--- config.mk ---
export PLATFORM = sky130hd
export DESIGN_NAME = luhi_interlock
export DESIGN_NICKNAME = d
export VERILOG_FILES = /design/src/hdl/luhi_pkg.sv /design/src/hdl/luhi_hazard_cmp.sv /design/src/hdl/luhi_slot_timer.sv /design/src/hdl/luhi_interlock.sv
export SDC_FILE = /design/constraint.sdc
export NUM_CORES = 1
export LEC_CHECK = 0
export BUFFER_PORTS_ARGS = -buffer_cell sky130_fd_sc_hd__buf_4
export CORE_MARGIN = 5
export CORE_UTILIZATION = 60
export DETAILED_ROUTE_END_ITERATION = 8
export PLACE_DENSITY = 0.85
export SYNTH_ARGS = -nofsm -noshare
export SYNTH_HDL_FRONTEND = slang
export SYNTH_SLANG_ARGS = --single-unit
--- constraint.sdc ---
create_clock -name clk_sys -period 8.7 [get_ports clk_sys]
set_input_delay 2.61 -clock clk_sys [delete_from_list [all_inputs] [get_ports clk_sys]]
set_output_delay 2.61 -clock clk_sys [all_outputs]
set_load 0.005 [all_outputs]
--- src/hdl/luhi_pkg.sv ---
package luhi_pkg;

	// ****************************************
	// Register file addressing
	// ****************************************
	localparam int          REG_W      = 5;      // Register index width
	localparam logic [4:0]  REG_FLAGS  = 5'h10;  // Index of the status_flags_register

	// ****************************************
	// Slot cycle counter
	// ****************************************
	localparam int          CNT_W      = 8;      // Saturating slot cycle counter width
	localparam logic [7:0]  CNT_RST    = 8'h00;  // Counter reset value
	localparam logic [7:0]  CNT_MAX    = 8'hFF;  // Counter saturation value
	localparam logic [7:0]  SPLIT_MIN  = 8'h02;  // Least length of a split slot

	// ****************************************
	// Interlock sequencer states, Gray along the path except LUHI_SPLIT_LATE to LUHI_IDLE
	// ****************************************
	typedef enum logic [1:0] {
		LUHI_IDLE       = 2'h0,  // Normal slot
		LUHI_SPLIT_MA   = 2'h1,  // Split slot, memory access half
		LUHI_SPLIT_LATE = 2'h3,  // Split slot, operate/decode/fetch half
		LUHI_EXTEND     = 2'h2   // Store held for writeback operation
	} luhi_state_t;

endpackage

--- src/hdl/luhi_hazard_cmp.sv ---
`timescale 1ns/1ps

// ****************************************
// Load-use hazard compare, purely combinational
// ****************************************
module luhi_hazard_cmp (
	input  wire logic                       old_load,      // Older instruction is a load or transfer
	input  wire logic [luhi_pkg::REG_W-1:0] old_dst,       // Older load destination
	input  wire logic                       old_dsp_wb,    // Older DSP operation now in writeback
	input  wire logic                       src_a_v,       // Follower reads operand a
	input  wire logic [luhi_pkg::REG_W-1:0] src_a,         // Follower operand a, first pointer
	input  wire logic                       src_b_v,       // Follower reads operand b
	input  wire logic [luhi_pkg::REG_W-1:0] src_b,         // Follower operand b
	input  wire logic                       ptr_v,         // Follower uses an address pointer
	input  wire logic [luhi_pkg::REG_W-1:0] ptr,           // Follower address pointer
	input  wire logic                       dst_we,        // Follower writes a register
	input  wire logic [luhi_pkg::REG_W-1:0] dst,           // Follower destination
	input  wire logic                       rd_flags,      // Follower consumes a flag
	input  wire logic                       fol_load,      // Follower is a load
	input  wire logic                       fol_mac_pinc,  // Follower is postinc_multiply_accumulate
	input  wire logic                       st_dsp,        // Store of a DSP result in memory stage
	output logic                            split_need,    // Split the current slot
	output logic                            extend_need    // Hold the store's memory access
);
	import luhi_pkg::*;

	logic hit;     // Any dependency on the load destination
	logic exempt;  // Documented no-split cases

	// Dependency and exemption decode
	always_comb begin
		hit = (src_a_v && (src_a == old_dst))
			| (src_b_v && (src_b == old_dst))
			| (ptr_v && (ptr == old_dst))
			| (dst_we && (dst == old_dst))
			| (rd_flags && (old_dst == REG_FLAGS));
		// A second load to the same register simply overwrites later
		exempt = (fol_load && dst_we && (dst == old_dst))
			| (fol_mac_pinc && (src_a == old_dst));
		split_need  = old_load && hit && !exempt;
		extend_need = old_dsp_wb && st_dsp;
	end

endmodule

--- src/hdl/luhi_slot_timer.sv ---
`timescale 1ns/1ps

// ****************************************
// Slot length counter
// ****************************************
module luhi_slot_timer (
	input  wire logic                       clk_sys,    // Core clock
	input  wire logic                       rstn,       // Synchronous reset, active low
	input  wire logic                       slot_end,   // Slot closes this cycle
	output logic [luhi_pkg::CNT_W-1:0]      cycles_r    // Cycles spent in the open slot
);
	import luhi_pkg::*;

	// Counts up, saturates, restarts at zero when a slot closes
	always_ff @(posedge clk_sys) begin
		if (!rstn) begin
			cycles_r <= CNT_RST;
		end else if (slot_end) begin
			cycles_r <= CNT_RST;
		end else if (cycles_r != CNT_MAX) begin
			cycles_r <= cycles_r + 8'h01;
		end
	end

endmodule

--- src/hdl/luhi_interlock.sv ---
`timescale 1ns/1ps

// Summary of operation
// - Load data written only in final writeback
// - Follower reading load destination splits slot
// - Follower writing load destination also splits
// - Flag consumer after flags load splits
// - Load after load, same destination: no split
// - Postinc MAC first pointer equal: no split
// - Split slot: memory cycles plus fetch cycles
// - Consumer one instruction later: no stall
// - Pointer from load waits for transfer end
// - DSP operations execute in writeback stage
// - DSP transfer destination as pointer stalls
// - DSP result store waits for writeback op
// - Core result store causes no stall
// - Memory access first, then operate/decode/fetch
module luhi_interlock (
	input  wire logic                       clk_sys,         // Core clock, 200 MHz
	input  wire logic                       rstn,            // Synchronous reset, active low
	input  wire logic                       id_valid,        // Decoded instruction present
	input  wire logic                       id_is_load,      // Load or transfer_instruction from memory
	input  wire logic                       id_is_mem,       // Has a memory_access_stage bus cycle
	input  wire logic                       id_is_dsp_op,    // Signal-processing operation
	input  wire logic                       id_st_dsp,       // Stores a signal-processing result
	input  wire logic                       id_mac_pinc,     // postinc_multiply_accumulate
	input  wire logic                       id_rd_flags,     // Consumes a status flag, as add_with_carry
	input  wire logic                       id_src_a_v,      // Operand a valid
	input  wire logic [luhi_pkg::REG_W-1:0] id_src_a,        // Operand a, first pointer for MAC
	input  wire logic                       id_src_b_v,      // Operand b valid
	input  wire logic [luhi_pkg::REG_W-1:0] id_src_b,        // Operand b
	input  wire logic                       id_ptr_v,        // Address pointer valid
	input  wire logic [luhi_pkg::REG_W-1:0] id_ptr,          // Address pointer register
	input  wire logic                       id_dst_we,       // Writes destination
	input  wire logic [luhi_pkg::REG_W-1:0] id_dst,          // Destination register
	input  wire logic                       mem_ack,         // Data transfer of memory stage done
	input  wire logic                       if_ack,          // Instruction fetch done
	input  wire logic                       dsp_done,        // Writeback operation done
	output logic                            adv,             // Pipeline advances one slot
	output logic                            hold_ex,         // operate_stage held
	output logic                            hold_id,         // decode_stage held
	output logic                            hold_if,         // Fetch held
	output logic                            ma_req,          // Memory stage may run its bus cycle
	output logic                            if_req,          // Fetch may run
	output logic                            wb_we,           // Register write in final stage
	output logic [luhi_pkg::REG_W-1:0]      wb_dst,          // Register written
	output logic                            dsp_exec,        // DSP operation runs now
	output logic                            split_active,    // A split slot is open
	output logic [luhi_pkg::CNT_W-1:0]      slot_cycles      // Cycles in current slot
);
	import luhi_pkg::*;

	// ****************************************
	// Pipeline side-band registers
	// ****************************************
	luhi_state_t            state_r;        // Sequencer state
	luhi_state_t            state_nxt;      // Next sequencer state
	logic                   ex_v_r;         // Follower in operate stage
	logic                   ex_load_r;      // Follower is a load
	logic                   ex_mem_r;       // Follower has a bus cycle
	logic                   ex_dsp_r;       // Follower is a DSP operation
	logic                   ex_st_dsp_r;    // Follower stores a DSP result
	logic                   ex_mac_r;       // Follower is postinc MAC
	logic                   ex_flags_r;     // Follower consumes a flag
	logic                   ex_a_v_r;       // Operand a valid
	logic [REG_W-1:0]       ex_a_r;         // Operand a
	logic                   ex_b_v_r;       // Operand b valid
	logic [REG_W-1:0]       ex_b_r;         // Operand b
	logic                   ex_p_v_r;       // Pointer valid
	logic [REG_W-1:0]       ex_p_r;         // Pointer
	logic                   ex_we_r;        // Destination written
	logic [REG_W-1:0]       ex_d_r;         // Destination
	logic                   ma_v_r;         // Older in memory stage
	logic                   ma_load_r;      // Older is a load
	logic                   ma_mem_r;       // Older has a bus cycle
	logic                   ma_dsp_r;       // Older is a DSP operation
	logic                   ma_st_dsp_r;    // Older stores a DSP result
	logic                   ma_we_r;        // Older writes a register
	logic [REG_W-1:0]       ma_d_r;         // Older destination
	logic                   wb_v_r;         // Instruction in final stage
	logic                   wb_load_r;      // It is a load
	logic                   writeback_final_stage_r;       // It is a DSP operation
	logic                   wb_we_r;        // It writes a register
	logic [REG_W-1:0]       wb_d_r;         // Its destination
	logic                   ma_done_r;      // Memory half of slot finished
	logic                   if_done_r;      // Fetch half of slot finished
	logic                   split_need;     // From hazard compare
	logic                   extend_need;    // From hazard compare
	logic                   slot_done;      // Normal slot complete
	logic                   stall;          // Any interlock stall
	logic                   dsp_ok_r;       // Writeback operation ended in this slot
	logic                   ext_hold;       // Store still waiting on the operation

	// ****************************************
	// Hazard compare and slot timer
	// ****************************************
	// Only the adjacent pair is compared; older results already reached writeback
	luhi_hazard_cmp u_cmp (
		.old_load     (ma_v_r && ma_load_r),
		.old_dst      (ma_d_r),
		.old_dsp_wb   (wb_v_r && writeback_final_stage_r),
		.src_a_v      (ex_v_r && ex_a_v_r),
		.src_a        (ex_a_r),
		.src_b_v      (ex_v_r && ex_b_v_r),
		.src_b        (ex_b_r),
		.ptr_v        (ex_v_r && ex_p_v_r),
		.ptr          (ex_p_r),
		.dst_we       (ex_v_r && ex_we_r),
		.dst          (ex_d_r),
		.rd_flags     (ex_v_r && ex_flags_r),
		.fol_load     (ex_load_r),
		.fol_mac_pinc (ex_mac_r),
		.st_dsp       (ma_v_r && ma_st_dsp_r),
		.split_need   (split_need),
		.extend_need  (extend_need)
	);

	luhi_slot_timer u_tmr (
		.clk_sys  (clk_sys),
		.rstn     (rstn),
		.slot_end (adv),
		.cycles_r (slot_cycles)
	);

	// ****************************************
	// Slot completion and sequencer
	// ****************************************
	// A normal slot closes when its fetch and any bus access are both done
	assign slot_done = (ma_done_r || mem_ack || !(ma_v_r && ma_mem_r)) && (if_done_r || if_ack);
	// Once the operation has ended the store may go; without this the slot would loop
	assign ext_hold  = extend_need && !dsp_ok_r;

	// Next state; a core result store never reaches the extend path
	always_comb begin
		state_nxt = state_r;
		adv       = 1'b0;
		case (state_r)
			LUHI_IDLE: begin
				if (split_need) begin
					state_nxt = LUHI_SPLIT_MA;
				end else if (ext_hold) begin
					state_nxt = LUHI_EXTEND;
				end else begin
					adv = slot_done;
				end
			end
			LUHI_SPLIT_MA: begin
				// Load transfer first; the late half waits for it
				if (ma_done_r || mem_ack || !ma_mem_r) begin
					state_nxt = LUHI_SPLIT_LATE;
				end
			end
			LUHI_SPLIT_LATE: begin
				// Fetch cycles are added after the memory cycles
				if (if_ack) begin
					state_nxt = LUHI_IDLE;
					adv       = 1'b1;
				end
			end
			LUHI_EXTEND: begin
				if (dsp_done) begin
					state_nxt = LUHI_IDLE;
				end
			end
			default: begin
				state_nxt = LUHI_IDLE;
			end
		endcase
	end

	// State register
	always_ff @(posedge clk_sys) begin
		if (!rstn) begin
			state_r <= LUHI_IDLE;
		end else begin
			state_r <= state_nxt;
		end
	end

	// Per-slot completion flags, cleared as the slot closes
	always_ff @(posedge clk_sys) begin
		if (!rstn) begin
			ma_done_r <= 1'b0;
			if_done_r <= 1'b0;
			dsp_ok_r  <= 1'b0;
		end else if (adv) begin
			ma_done_r <= 1'b0;
			if_done_r <= 1'b0;
			dsp_ok_r  <= 1'b0;
		end else if (state_r == LUHI_IDLE) begin
			ma_done_r <= ma_done_r || (mem_ack && ma_req);
			if_done_r <= if_done_r || (if_ack && if_req);
		end else if (state_r == LUHI_EXTEND) begin
			dsp_ok_r  <= dsp_ok_r || dsp_done;
		end
	end

	// ****************************************
	// Stage hand-off on advance
	// ****************************************
	// Operate stage takes the decoded instruction
	always_ff @(posedge clk_sys) begin
		if (!rstn) begin
			ex_v_r      <= 1'b0;
			ex_load_r   <= 1'b0;
			ex_mem_r    <= 1'b0;
			ex_dsp_r    <= 1'b0;
			ex_st_dsp_r <= 1'b0;
			ex_mac_r    <= 1'b0;
			ex_flags_r  <= 1'b0;
			ex_a_v_r    <= 1'b0;
			ex_a_r      <= 5'h00;
			ex_b_v_r    <= 1'b0;
			ex_b_r      <= 5'h00;
			ex_p_v_r    <= 1'b0;
			ex_p_r      <= 5'h00;
			ex_we_r     <= 1'b0;
			ex_d_r      <= 5'h00;
		end else if (adv) begin
			ex_v_r      <= id_valid;
			ex_load_r   <= id_is_load;
			ex_mem_r    <= id_is_mem;
			ex_dsp_r    <= id_is_dsp_op;
			ex_st_dsp_r <= id_st_dsp;
			ex_mac_r    <= id_mac_pinc;
			ex_flags_r  <= id_rd_flags;
			ex_a_v_r    <= id_src_a_v;
			ex_a_r      <= id_src_a;
			ex_b_v_r    <= id_src_b_v;
			ex_b_r      <= id_src_b;
			ex_p_v_r    <= id_ptr_v;
			ex_p_r      <= id_ptr;
			ex_we_r     <= id_dst_we;
			ex_d_r      <= id_dst;
		end
	end

	// Memory stage takes the operate-stage instruction
	always_ff @(posedge clk_sys) begin
		if (!rstn) begin
			ma_v_r      <= 1'b0;
			ma_load_r   <= 1'b0;
			ma_mem_r    <= 1'b0;
			ma_dsp_r    <= 1'b0;
			ma_st_dsp_r <= 1'b0;
			ma_we_r     <= 1'b0;
			ma_d_r      <= 5'h00;
		end else if (adv) begin
			ma_v_r      <= ex_v_r;
			ma_load_r   <= ex_load_r;
			ma_mem_r    <= ex_mem_r;
			ma_dsp_r    <= ex_dsp_r;
			ma_st_dsp_r <= ex_st_dsp_r;
			ma_we_r     <= ex_we_r;
			ma_d_r      <= ex_d_r;
		end
	end

	// Final stage takes the memory-stage instruction
	always_ff @(posedge clk_sys) begin
		if (!rstn) begin
			wb_v_r    <= 1'b0;
			wb_load_r <= 1'b0;
			writeback_final_stage_r  <= 1'b0;
			wb_we_r   <= 1'b0;
			wb_d_r    <= 5'h00;
		end else if (adv) begin
			wb_v_r    <= ma_v_r;
			wb_load_r <= ma_load_r;
			writeback_final_stage_r  <= ma_dsp_r;
			wb_we_r   <= ma_we_r;
			wb_d_r    <= ma_d_r;
		end
	end

	// ****************************************
	// Outputs
	// ****************************************
	assign stall        = (state_r != LUHI_IDLE) || split_need || ext_hold;
	assign hold_ex      = stall && (state_r != LUHI_SPLIT_LATE);
	assign hold_id      = !adv;
	assign hold_if      = stall && (state_r != LUHI_SPLIT_LATE);
	// Extended store keeps its bus cycle back until the operation ends
	assign ma_req       = ma_v_r && ma_mem_r && !ma_done_r && (state_r != LUHI_EXTEND)
	                      && (state_r != LUHI_SPLIT_LATE) && !ext_hold;
	// Fetch only in the late half of a split, so cycles add up; never fetched twice
	assign if_req       = (state_r == LUHI_SPLIT_LATE)
	                      || ((state_r == LUHI_IDLE) && !split_need && !if_done_r);
	// Load data lands only in the final stage
	assign wb_we        = wb_v_r && wb_we_r && wb_load_r;
	assign wb_dst       = wb_d_r;
	// Signal-processing work only in the final stage, off the data bus path
	assign dsp_exec     = wb_v_r && writeback_final_stage_r;
	assign split_active = (state_r == LUHI_SPLIT_MA) || (state_r == LUHI_SPLIT_LATE);

	// ****************************************
	// Checks
	// ****************************************
	a_load_wb_only: assert property (@(posedge clk_sys) disable iff (!rstn)
		$rose(wb_we) |-> $past(adv) && $past(ma_v_r && ma_load_r))
		else $error("load write outside final stage");
	a_split_entry: assert property (@(posedge clk_sys) disable iff (!rstn)
		(state_r == LUHI_IDLE) && split_need |=> (state_r == LUHI_SPLIT_MA) && $stable(ex_d_r))
		else $error("dependent follower did not split");
	a_split_on_load: assert property (@(posedge clk_sys) disable iff (!rstn)
		$rose(split_active) |-> $past(ma_v_r && ma_load_r))
		else $error("split without adjacent load");
	a_exempt_load: assert property (@(posedge clk_sys) disable iff (!rstn)
		(state_r == LUHI_IDLE) && ex_v_r && ex_load_r && ex_we_r && ma_load_r && (ex_d_r == ma_d_r)
		&& !ex_a_v_r && !ex_b_v_r && !ex_p_v_r && !ex_flags_r |-> !split_need)
		else $error("load after same-destination load split");
	a_exempt_mac: assert property (@(posedge clk_sys) disable iff (!rstn)
		ex_v_r && ex_mac_r && (ex_a_r == ma_d_r) && !ex_b_v_r && !ex_p_v_r && !ex_we_r && !ex_flags_r
		|-> !split_need)
		else $error("postinc MAC on loaded pointer split");
	a_split_halves: assert property (@(posedge clk_sys) disable iff (!rstn)
		(state_r == LUHI_SPLIT_MA) |-> hold_ex && hold_if && !if_req)
		else $error("late stages ran in memory half");
	a_split_length: assert property (@(posedge clk_sys) disable iff (!rstn)
		(state_r == LUHI_SPLIT_LATE) && adv |-> (slot_cycles >= SPLIT_MIN - 8'h01) && if_ack)
		else $error("split slot too short");
	a_ptr_wait: assert property (@(posedge clk_sys) disable iff (!rstn)
		(state_r == LUHI_SPLIT_MA) && ma_mem_r && !ma_done_r && !mem_ack |=> (state_r == LUHI_SPLIT_MA))
		else $error("pointer access ran before load transfer");
	a_store_extend: assert property (@(posedge clk_sys) disable iff (!rstn)
		(state_r == LUHI_EXTEND) && !dsp_done |-> !ma_req ##1 (state_r == LUHI_EXTEND) || dsp_done)
		else $error("DSP store ran before writeback operation");
	a_younger_hold: assert property (@(posedge clk_sys) disable iff (!rstn)
		stall && (state_r != LUHI_SPLIT_LATE) |-> hold_id && hold_if && !adv)
		else $error("younger stages moved during stall");
	a_dsp_in_wb: assert property (@(posedge clk_sys) disable iff (!rstn)
		dsp_exec |-> wb_v_r && !(wb_we && !wb_load_r))
		else $error("DSP operation outside final stage");

endmodule

==> results of run 1 <==
==> Yosys cell counts, types with 3 or more instances <==
library cell | instances | area, µm²
sky130_fd_sc_hd__dfxtp_1 | 64 | 1281
sky130_fd_sc_hd__buf_12 | 5 | 100.1
sky130_fd_sc_hd__mux2i_1 | 52 | 520.5
sky130_fd_sc_hd__a31oi_1 | 5 | 31.28
sky130_fd_sc_hd__clkbuf_1 | 11 | 41.29
sky130_fd_sc_hd__inv_1 | 5 | 18.77
sky130_fd_sc_hd__nand4_1 | 4 | 25.02
sky130_fd_sc_hd__and3_1 | 5 | 31.28
sky130_fd_sc_hd__or2_2 | 3 | 18.77
sky130_fd_sc_hd__nor3_2 | 9 | 90.09
sky130_fd_sc_hd__xnor2_1 | 13 | 113.9
sky130_fd_sc_hd__nand2_1 | 89 | 334.1
sky130_fd_sc_hd__nand3_1 | 10 | 50.05
sky130_fd_sc_hd__o21ai_0 | 5 | 25.02
sky130_fd_sc_hd__ha_1 | 5 | 62.56
sky130_fd_sc_hd__xor2_1 | 9 | 78.83
sky130_fd_sc_hd__nor2_1 | 5 | 18.77
sky130_fd_sc_hd__buf_2 | 4 | 20.02
==> worst max-delay path, stage by stage <==
cell and delay (ns):
sky130_fd_sc_hd__buf_4 0.09, sky130_fd_sc_hd__nor2_1 0.05, sky130_fd_sc_hd__nand2_1 0.09, sky130_fd_sc_hd__nand3b_1 0.08, sky130_fd_sc_hd__a211o_1 0.33, sky130_fd_sc_hd__o21ai_4 0.19, sky130_fd_sc_hd__buf_4 0.19
==> per-layer routing <==
metal / GRT usage / vias up
li1: - / 1221
met1: 0.2233 / 1088
met2: 0.3109 / 60
met3: 0.03796 / 12
met4: 0.1209 / 0
met5: 0 / -
==> how the worst min path moves through the flow <==
stage                                  from                       to  slack, ns  cells after the start
floorplan           writeback_final_stage_r  writeback_final_stage_r       0.43                      2
global placement                    wb_we_r                  wb_we_r       0.44                      2
detailed placement                wb_dst[4]                wb_dst[4]       0.45                      2
CTS                               wb_dst[4]                wb_dst[4]       0.46                      2
global route                    ma_st_dsp_r              ma_st_dsp_r       0.49                      2
finish                            wb_dst[4]                wb_dst[4]       0.46                      2
==> kinds of logic (layout without fill, tap and decap cells) <==
| logic type | after synthesis | after routing |
|---|---|---|
| mux | 52 | 52 |
| buf+inv | 30 | 80 |
| fa+ha+maj | 5 | 5 |
| simple gates | 138 | 138 |
| xor+xnor | 22 | 22 |
| compound gates | 23 | 23 |
| flops | 64 | 64 |
==> final cells by class <==
| type | count | area, µm² |
|---|---|---|
| clock buffers | 13 | 158.9 |
| clock inverters | 3 | 40.04 |
| fillers | 389 | 1431 |
| inverters | 6 | 22.52 |
| multi-input cells | 240 | 1650 |
| flip-flops and latches | 64 | 1281 |
| well taps | 70 | 87.58 |
| repair buffers | 58 | 435.4 |
==> state kept, by name, summed over array words and instances, names as in the netlist, 2 cells and up <==
| signal | flops |
|---|---|
| u_tmr.cycles_r | 8 |
| ex_a_r | 5 |
| ex_b_r | 5 |
| ex_d_r | 5 |
| ex_p_r | 5 |
| ma_d_r | 5 |
| wb_dst | 5 |
| state_r | 2 |
==> metrics by stage <==
step	utilization	total power, mW	instance area, µm²	worst slack [ns]
detailed placement	0.6808	0.8341	3477	2.466
global placement	0.6808	0.8218	3477	2.503
floorplan	-	0.7981	3153	2.551
finish	0.7197	1.081	3676	2.455
CTS	0.7197	1.092	3676	2.461
global route	0.7197	1.147	3676	2.394
==> power by group <==
group	switching (mW)	leakage, nW	internal [mW]
logic	0.194	0.958	0.195
clock network	0.106	0.103	0.147
registers	0.0636	0.522	0.375
total	0.363	1.58	0.717
==> run_results.csv, run 1 <==
group,metric,value,unit
global_route,grt_pass1_wl,9.680,mm
detailed_routing,wirelength,5.986,mm
worst_setup_path,critical_path_start,"mem_ack",
worst_setup_path,timing.setup.critical_path_class,"primary input to primary output",
detailed_routing,antenna_violating_nets_post_route,0,
cells_and_area,final_common_cell,"sky130_fd_sc_hd__nand2_1",
place,place.port_buffers,57,
place,hpwl,4.126,mm
worst_setup_path,worstPathRequired,6.09,ns
floorplanning,top_level_port_count,58,
detailed_routing,dr_wl_met2,2.930,mm
yosys,synth_enable_flop_cells,0,
run_status,status,"finished clean",
yosys,yosys-mux-area-fraction,0.1651,
cells_and_area,fin_nets,420,
global_route,pin_count_of_the_biggest_net_entering_global_routing,84,
min_path,worst_hold_path_type,"register to register",
sta,finalHoldViolations,0,
pwr,power.ir.vdd_worst,0.1561,mV
yosys,async_reset_ff_frac,0,
yosys,synth_sequential_area_ratio,0.4063,
floorplanning,die_y,82.49,µm
sta,max_slew.worst_pin.slew,0.8723,ns
floorplanning,num_rows,26,
yosys,post_synth_inst_count,334,
yosys,fraction_of_the_mapped_netlist_area_in_compound_gates,0.05675,
worst_setup_path,critical_path.endpoint,"adv",
pwr,p_leak,1.583,nW
yosys,post_synth_xor_area_fraction,0.06111,
clock_network,clock_tree_from_tritoncts,"done",
floorplanning,floorplan.initialDensity,0.6173,
worst_setup_path,r2r-end,"ex_b_r[3]",
clock_network,cts_post_setup_buffers_inserted,0,
sta,clock_skew,0.008109,ns
clock_network,clockBufferDepth,2,
yosys,netlist_area,3153,µm²
sta,timing.final.crit_period,6.245,ns
yosys,synth_cell_type_count,44,
cells_and_area,area.growth.synth_to_final,16.59,%
detailed_routing,routed_wire_length_per_instance,13.19,µm
detailed_routing,detailroute.via_count,2381,
clock_network,worst_skew_pair.late_latency,0.34,ns
detailed_routing,drt_iter0_markers,126,
clock_network,clock_sinks,64,
sta,finalSetupViolCount,0,
worst_setup_path,worst-endpoint-arrival,3.63,ns
detailed_routing,drtPass1Iterations,4,
yosys,synth.avg_cell_area,9.440,µm²
yosys,dominantRegCellSynth,"sky130_fd_sc_hd__dfxtp_1",
clock_network,cts_buffers,9,
yosys,syn-num-nets,375,
worst_setup_path,timing.reg2reg.setup_slack,5.65,ns
floorplanning,dieWidth,82.49,µm
clock_network,htree_levels,3,
global_route,antenna_violations_before_repair,0,
yosys,yosys_register_bits,64,
place,gp_routability_congestion,0.7847,
sta,layout_worst_path_cycle_share,0.7178,
place,place_inst,438,
cells_and_area,fraction_of_final_layout_cells_sized_beyond_drive_strength_1,0.2422,
sta,finalMaxSlewViolations,0,
yosys,ys.warnings.count,0,
worst_setup_path,r2r_start,"ma_d_r[0]",
global_route,grt_overflow,0,
sta,timing.hold.ws,0.4566,ns
cells_and_area,final_cell_mix,"89 x sky130_fd_sc_hd__nand2_1, 64 x sky130_fd_sc_hd__dfxtp_1, 58 x sky130_fd_sc_hd__buf_4",
global_route,grt_pass1_vias,2213,
yosys,synthAdderAreaFrac,0.01984,
detailed_routing,route.top_layer_used,"met4",
detailed_routing,wirelength_met1,2.598,mm
cells_and_area,layout.cells.non_filler,454,
clock_network,cts.reportedPaths.clkPinSlew,0.06,ns
clock_network,cts_resized,0,
floorplanning,core-area,5107,µm²
yosys,dominant_combinational_cell_family_by_area_after_synthesis,"simple AND/OR/NAND/NOR gates",
worst_setup_path,timing.critical_path.fanout_max,11,
sta,rsz0062_at_grt,"no",
detailed_routing,met3_length,338,µm
yosys,area_share_of_and_or_nand_nor_cells_after_synthesis,0.2183,
global_route,gr-usage-all-layers,0.1888,
pwr,power_per_cell_area,294.0,nW/µm²
sta,max_clock_freq,0.1601,GHz
sta,timing.max_slew.rel_slack,0.4185,
detailed_routing,drt_drc_violations_left,0,
worst_setup_path,crit_path_capture_type,"primary output",
run,max_cap_violations,0,
sta,aggregate_negative_setup_slack,0,ns
worst_setup_path,cp-start-kind,"primary input",
clock_network,ctsRootBufferMaster,"sky130_fd_sc_hd__clkbuf_8",
floorplanning,die_area,6805,µm²
detailed_routing,vias_per_cell,5.244,
worst_setup_path,rr_worst_depth,9,
cells_and_area,antenna_cells,0,
clock_network,holdBufCountCts,0,
(Power assumes the default switching activity.)
==> run 2, diff against run 1 <==
--- a/config.mk
+++ b/config.mk
@@ -7,9 +7,9 @@
 export LEC_CHECK = 0
 export BUFFER_PORTS_ARGS = -buffer_cell sky130_fd_sc_hd__buf_4
 export CORE_MARGIN = 5
-export CORE_UTILIZATION = 60
+export CORE_UTILIZATION = 50
 export DETAILED_ROUTE_END_ITERATION = 8
-export PLACE_DENSITY = 0.85
+export PLACE_DENSITY = 0.76
 export SYNTH_ARGS = -nofsm -noshare
 export SYNTH_HDL_FRONTEND = slang
 export SYNTH_SLANG_ARGS = --single-unit
==> constraint.sdc (replaced) <==
create_clock -name clk_sys -period 5.59 [get_ports clk_sys]
set_input_delay 1.677 -clock clk_sys [delete_from_list [all_inputs] [get_ports clk_sys]]
set_output_delay 1.677 -clock clk_sys [all_outputs]
set_load 0.005 [all_outputs]
==> run_results.csv, run 2 (synthesis results as in run 1) <==
group,metric,value,unit
worst_setup_path,r2r_start,"ma_d_r[0]",
sta,aggregate_negative_setup_slack,0,ns
worst_setup_path,crit_path_capture_type,"primary output",
detailed_routing,wirelength,5.980,mm
worst_setup_path,timing.setup.critical_path_class,"primary input to primary output",
pwr,p_leak,1.581,nW
sta,max_slew.worst_pin.slew,1.006,ns
cells_and_area,final_cell_mix,"89 x sky130_fd_sc_hd__nand2_1, 64 x sky130_fd_sc_hd__dfxtp_1, 58 x sky130_fd_sc_hd__buf_4",
detailed_routing,vias_per_cell,5.176,
cells_and_area,finalCoreUtilization,0.5916,
floorplanning,core-area,6241,µm²
worst_setup_path,cp_cell_sequence,"buf_4, nor2_1, nand2_1, nand3b_1, a211o_1, o21ai_4, inv_2, buf_4",
global_route,grt_pass1_vias,2366,
cells_and_area,largest_reg_flops,8,
place,hpwl,4.277,mm
run_status,status,"finished clean",
min_path,worst_hold_path_type,"register to register",
clock_network,cts.reportedPaths.clkPinSlew,0.06,ns
clock_network,cts_resized,0,
worst_setup_path,rr_worst_depth,9,
cells_and_area,multiInputGateArea,1650,µm²
place,place.port_buffers,57,
pwr,power,1.687,mW
cells_and_area,largest-register,"u_tmr.cycles_r",
sta,timing.final.crit_period,4.236,ns
sta,finalMaxSlewViolations,0,
cells_and_area,layout.area.seq,1281,µm²
sta,timing.max_slew.rel_slack,0.3291,
clock_network,ctsRootBufferMaster,"sky130_fd_sc_hd__clkbuf_8",
cells_and_area,fraction_of_final_layout_cells_sized_beyond_drive_strength_1,0.2474,
global_route,grt_pass1_wl,9.929,mm
clock_network,cts_post_setup_buffers_inserted,0,
clock_network,clock_tree_from_tritoncts,"done",
min_path,hold_path_depth,2,
clock_network,htree_levels,3,
cells_and_area,antenna_cells,0,
floorplanning,floorplan.initialDensity,0.5052,
worst_setup_path,worst-endpoint-arrival,2.56,ns
sta,finalHoldViolations,0,
min_path,hold_path.startpoint,"wb_dst[0]",
global_route,pin_count_of_the_biggest_net_entering_global_routing,84,
sta,layout_worst_path_cycle_share,0.7578,
clock_network,clockBufferDepth,2,
floorplanning,num_rows,29,
clock_network,worst_skew_pair.late_latency,0.33,ns
pwr,power.ir.vdd_worst,0.5674,mV
cells_and_area,final_common_cell,"sky130_fd_sc_hd__nand2_1",
cells_and_area,layout.cells.non_filler,461,
worst_setup_path,r2r-end,"ma_d_r[1]",
cells_and_area,filler_cell_count,576,
worst_setup_path,timing.critical_path.fanout_max,3,
cells_and_area,area.growth.synth_to_final,17.10,%
sta,rsz0062_at_grt,"no",
sta,finalSetupViolCount,0,
place,gp_routability_congestion,0.9197,
sta,clock_skew,0.009008,ns
floorplanning,die_area,7994,µm²
cells_and_area,design_area,3692,µm²
detailed_routing,routed_wire_length_per_instance,12.97,µm
floorplanning,die_y,89.41,µm
pwr,power_per_cell_area,456.8,nW/µm²
detailed_routing,drt_iter0_markers,120,
floorplanning,dieWidth,89.41,µm
worst_setup_path,cp_common_cell,"sky130_fd_sc_hd__buf_4",
place,place_inst,445,
min_path,min_to,"wb_dst[0]",
run,max_cap_violations,0,
worst_setup_path,critical-path-slowest-cell,"sky130_fd_sc_hd__a211o_1",
global_route,grt_overflow,0,
floorplanning,top_level_port_count,58,
sta,max_clock_freq,0.2361,GHz
clock_network,holdBufCountCts,0,
global_route,antenna_violations_before_repair,0,
detailed_routing,detailroute.via_count,2386,
sta,timing.hold.ws,0.4572,ns
cells_and_area,fin_nets,420,
sta,postLayoutSetupSlackWorst,1.354,ns
worst_setup_path,worstPathRequired,3.91,ns
worst_setup_path,cp-start-kind,"primary input",
clock_network,cts_buffers,9,
global_route,gr-usage-all-layers,0.1595,
place,dpl-instance-area,3486,µm²
detailed_routing,antenna_violating_nets_post_route,0,
detailed_routing,drtPass1Iterations,4,
detailed_routing,drt_drc_violations_left,0,
place,placement.setup.worst_slack,1.361,ns
clock_network,clock_sinks,64,
worst_setup_path,critPathMaxStageDelay,0.33,ns
worst_setup_path,timing.reg2reg.setup_slack,2.68,ns
-- run 2: layout make-up --
class,instances,share of cell area
multi-input combinational,240,0.4470
clock buffer,11,0.04100
inverter,6,0.006100
sequential,64,0.3470
timing repair buffer,58,0.1179
clock inverter,5,0.01491
tap,77,0.02609
-- run 2: power by group --
part | internal (mW) | switching (mW)
Clock | 0.228 | 0.170
Sequential | 0.583 | 0.100
Combinational | 0.306 | 0.299
Total | 1.12 | 0.569
-- run 2: layer usage --
| metal | part of all wire | track usage | vias up |
|---|---|---|---|
| li1 | - | - | 1213 |
| met1 | 0.45 | 0.1873 | 1109 |
| met2 | 0.48 | 0.2733 | 57 |
| met3 | 0.056 | 0.05253 | 7 |
| met4 | 0.012 | 0.05277 | 0 |
| met5 | 0 | 0 | - |
-- run 2: critical path, delay by kind of cell --
family                 cells  cell delay, ns
buffers and inverters      3            0.25
AND/OR/NAND/NOR            3            0.22
AO/OA/AOI/OAI              2            0.41
-- run 2: how the worst max path moves through the flow --
stage / start / endpoint / cells after the start
after floorplan: mem_ack / hold_id / 8
after global placement: mem_ack / hold_id / 8
after detailed placement: mem_ack / hold_id / 8
after CTS: mem_ack / hold_id / 8
after global routing: mem_ack / hold_id / 8
final: mem_ack / hold_id / 8
==> run 3, diff against run 2 <==
--- a/config.mk
+++ b/config.mk
@@ -7,9 +7,9 @@
 export LEC_CHECK = 0
 export BUFFER_PORTS_ARGS = -buffer_cell sky130_fd_sc_hd__buf_4
 export CORE_MARGIN = 5
-export CORE_UTILIZATION = 50
+export CORE_UTILIZATION = 55
 export DETAILED_ROUTE_END_ITERATION = 8
-export PLACE_DENSITY = 0.76
+export PLACE_DENSITY = 0.79
 export SYNTH_ARGS = -nofsm -noshare
 export SYNTH_HDL_FRONTEND = slang
 export SYNTH_SLANG_ARGS = --single-unit
==> constraint.sdc (replaced) <==
create_clock -name clk_sys -period 4.4 [get_ports clk_sys]
set_input_delay 1.32 -clock clk_sys [delete_from_list [all_inputs] [get_ports clk_sys]]
set_output_delay 1.32 -clock clk_sys [all_outputs]
set_load 0.005 [all_outputs]
==> run_results.csv, run 3 (synthesis results as in run 1) <==
group,metric,value,unit
sta,finalMaxSlewViolations,0,
detailed_routing,drt_iter0_markers,102,
pwr,power_per_cell_area,570.6,nW/µm²
floorplanning,core-area,5540,µm²
clock_network,ctsRootBufferMaster,"sky130_fd_sc_hd__clkbuf_8",
worst_setup_path,worst-endpoint-arrival,2.35,ns
clock_network,cts_resized,0,
global_route,antenna_violations_before_repair,0,
detailed_routing,vias_per_cell,5.245,
place,place.port_buffers,57,
cells_and_area,layout.cells.non_filler,457,
worst_setup_path,cp-start-kind,"register",
cells_and_area,antenna_cells,0,
pwr,power,2.095,mW
worst_setup_path,cp_cell_sequence,"or4b_4, nor3_2, a21oi_1, and3_4, o21ai_4, a211o_1, o21ai_4, buf_4",
detailed_routing,drt_drc_violations_left,0,
cells_and_area,largest_reg_flops,8,
run,max_cap_violations,0,
clock_network,cts_post_setup_buffers_inserted,0,
clock_network,htree_levels,3,
detailed_routing,antenna_violating_nets_post_route,0,
run_status,status,"finished clean",
cells_and_area,fin_nets,421,
cells_and_area,filler_cell_count,478,
global_route,pin_count_of_the_biggest_net_entering_global_routing,83,
global_route,grt_pass1_wl,9.887,mm
worst_setup_path,critical-path-slowest-cell,"sky130_fd_sc_hd__or4b_4",
place,place_inst,441,
sta,finalSetupViolCount,0,
detailed_routing,wirelength,6.014,mm
sta,timing.hold.ws,0.4641,ns
cells_and_area,largest-register,"u_tmr.cycles_r",
detailed_routing,routed_wire_length_per_instance,13.16,µm
detailed_routing,detailroute.via_count,2397,
clock_network,worst_skew_pair.late_latency,0.33,ns
cells_and_area,fraction_of_final_layout_cells_sized_beyond_drive_strength_1,0.2468,
floorplanning,die_y,85.72,µm
floorplanning,num_rows,27,
worst_setup_path,critPathMaxStageDelay,0.50,ns
place,hpwl,4.259,mm
pwr,p_leak,1.584,nW
cells_and_area,final_cell_mix,"89 x sky130_fd_sc_hd__nand2_1, 64 x sky130_fd_sc_hd__dfxtp_1, 59 x sky130_fd_sc_hd__buf_4",
min_path,worst_hold_path_type,"register to register",
sta,timing.max_slew.rel_slack,0.4188,
cells_and_area,area.growth.synth_to_final,16.43,%
worst_setup_path,worstPathRequired,3.08,ns
clock_network,clock_tree_from_tritoncts,"done",
floorplanning,die_area,7347,µm²
floorplanning,floorplan.initialDensity,0.5691,
global_route,gr-usage-all-layers,0.1680,
global_route,grt_overflow,0,
sta,timing.final.crit_period,3.665,ns
pwr,power.ir.vdd_worst,0.3593,mV
clock_network,clockBufferDepth,2,
sta,finalHoldViolations,0,
worst_setup_path,critical_path.n_buffers_inverters,1,
worst_setup_path,cp_top_family,"simple AND/OR/NAND/NOR gates",
detailed_routing,drtPass1Iterations,4,
sta,layout_worst_path_cycle_share,0.8330,
global_route,grt_pass1_vias,2330,
sta,clock_skew,0.005759,ns
worst_setup_path,timing.critical_path.fanout_max,11,
clock_network,cts.reportedPaths.clkPinSlew,0.07,ns
sta,max_slew.worst_pin.slew,0.8718,ns
floorplanning,top_level_port_count,58,
worst_setup_path,crit_path_capture_type,"primary output",
floorplanning,dieWidth,85.72,µm
cells_and_area,final_common_cell,"sky130_fd_sc_hd__nand2_1",
clock_network,clock_sinks,64,
place,gp_routability_congestion,0.7807,
sta,aggregate_negative_setup_slack,0,ns
clock_network,cts_buffers,9,
cells_and_area,finalCoreUtilization,0.6626,
worst_setup_path,timing.setup.critical_path_class,"register to primary output",
worst_setup_path,cp_common_cell,"sky130_fd_sc_hd__o21ai_4",
clock_network,holdBufCountCts,0,
sta,max_clock_freq,0.2728,GHz
sta,rsz0062_at_grt,"no",
## run 3: cell count changes in the layout (fill, tap and decap cells not counted)
cell / delta
sky130_fd_sc_hd__clkinvlp_4: -2
sky130_fd_sc_hd__buf_4: +1
sky130_fd_sc_hd__bufinv_16: -1
sky130_fd_sc_hd__clkbuf_1: +1
sky130_fd_sc_hd__clkbuf_8: +1
sky130_fd_sc_hd__clkinv_2: +1
## run 3: metal layers
layer  vias up  track usage  part of all wire
met3        10      0.04323             0.052
li1       1226            -                 -
met5         -            0                 0
met1      1115       0.1891              0.45
met2        46       0.3023              0.48
met4         0      0.06475             0.013
## run 3: path summary, 6_finish.rpt
| kind | endpoint | startpoint | slack (ns) | cells past startpoint |
|---|---|---|---|---|
| max | adv | ma_d_r[4] | 0.73 | 8 |
| min | wb_we_r | wb_we_r | 0.46 | 2 |
| max reg2reg | ex_flags_r | ma_d_r[0] | 1.43 | 9 |
| min reg2reg | wb_we_r | wb_we_r | 0.46 | 2 |
## run 3: area by class of cell
cell class | count | area [µm²] | share of cell area
clock buffer | 13 | 168.9 | 0.04601
multi-input combinational | 240 | 1650 | 0.4496
timing repair buffer | 59 | 442.9 | 0.1207
sequential | 64 | 1281 | 0.3490
tap | 72 | 90.09 | 0.02454
inverter | 6 | 22.52 | 0.006135
clock inverter | 3 | 15.01 | 0.004090
## run 3: worst min-delay path, cell delays in order, from the launching register on
cell and delay (ns):
sky130_fd_sc_hd__dfxtp_1 0.31, sky130_fd_sc_hd__nand2_1 0.05, sky130_fd_sc_hd__mux2i_1 0.05
## run 3: metrics by stage
stage                     cell area [µm²]  worst slack [ns]
after global placement               3487            0.7768
after floorplan                      3153            0.8312
after CTS                            3671            0.7084
final                                3671            0.7347
after detailed placement             3487            0.7607
after global routing                 3671            0.5944
## run 3: power breakdown
part	leakage [nW]	switching, mW	internal, mW
logic	0.963	0.381	0.387
clock network	0.0992	0.213	0.248
registers	0.522	0.124	0.741
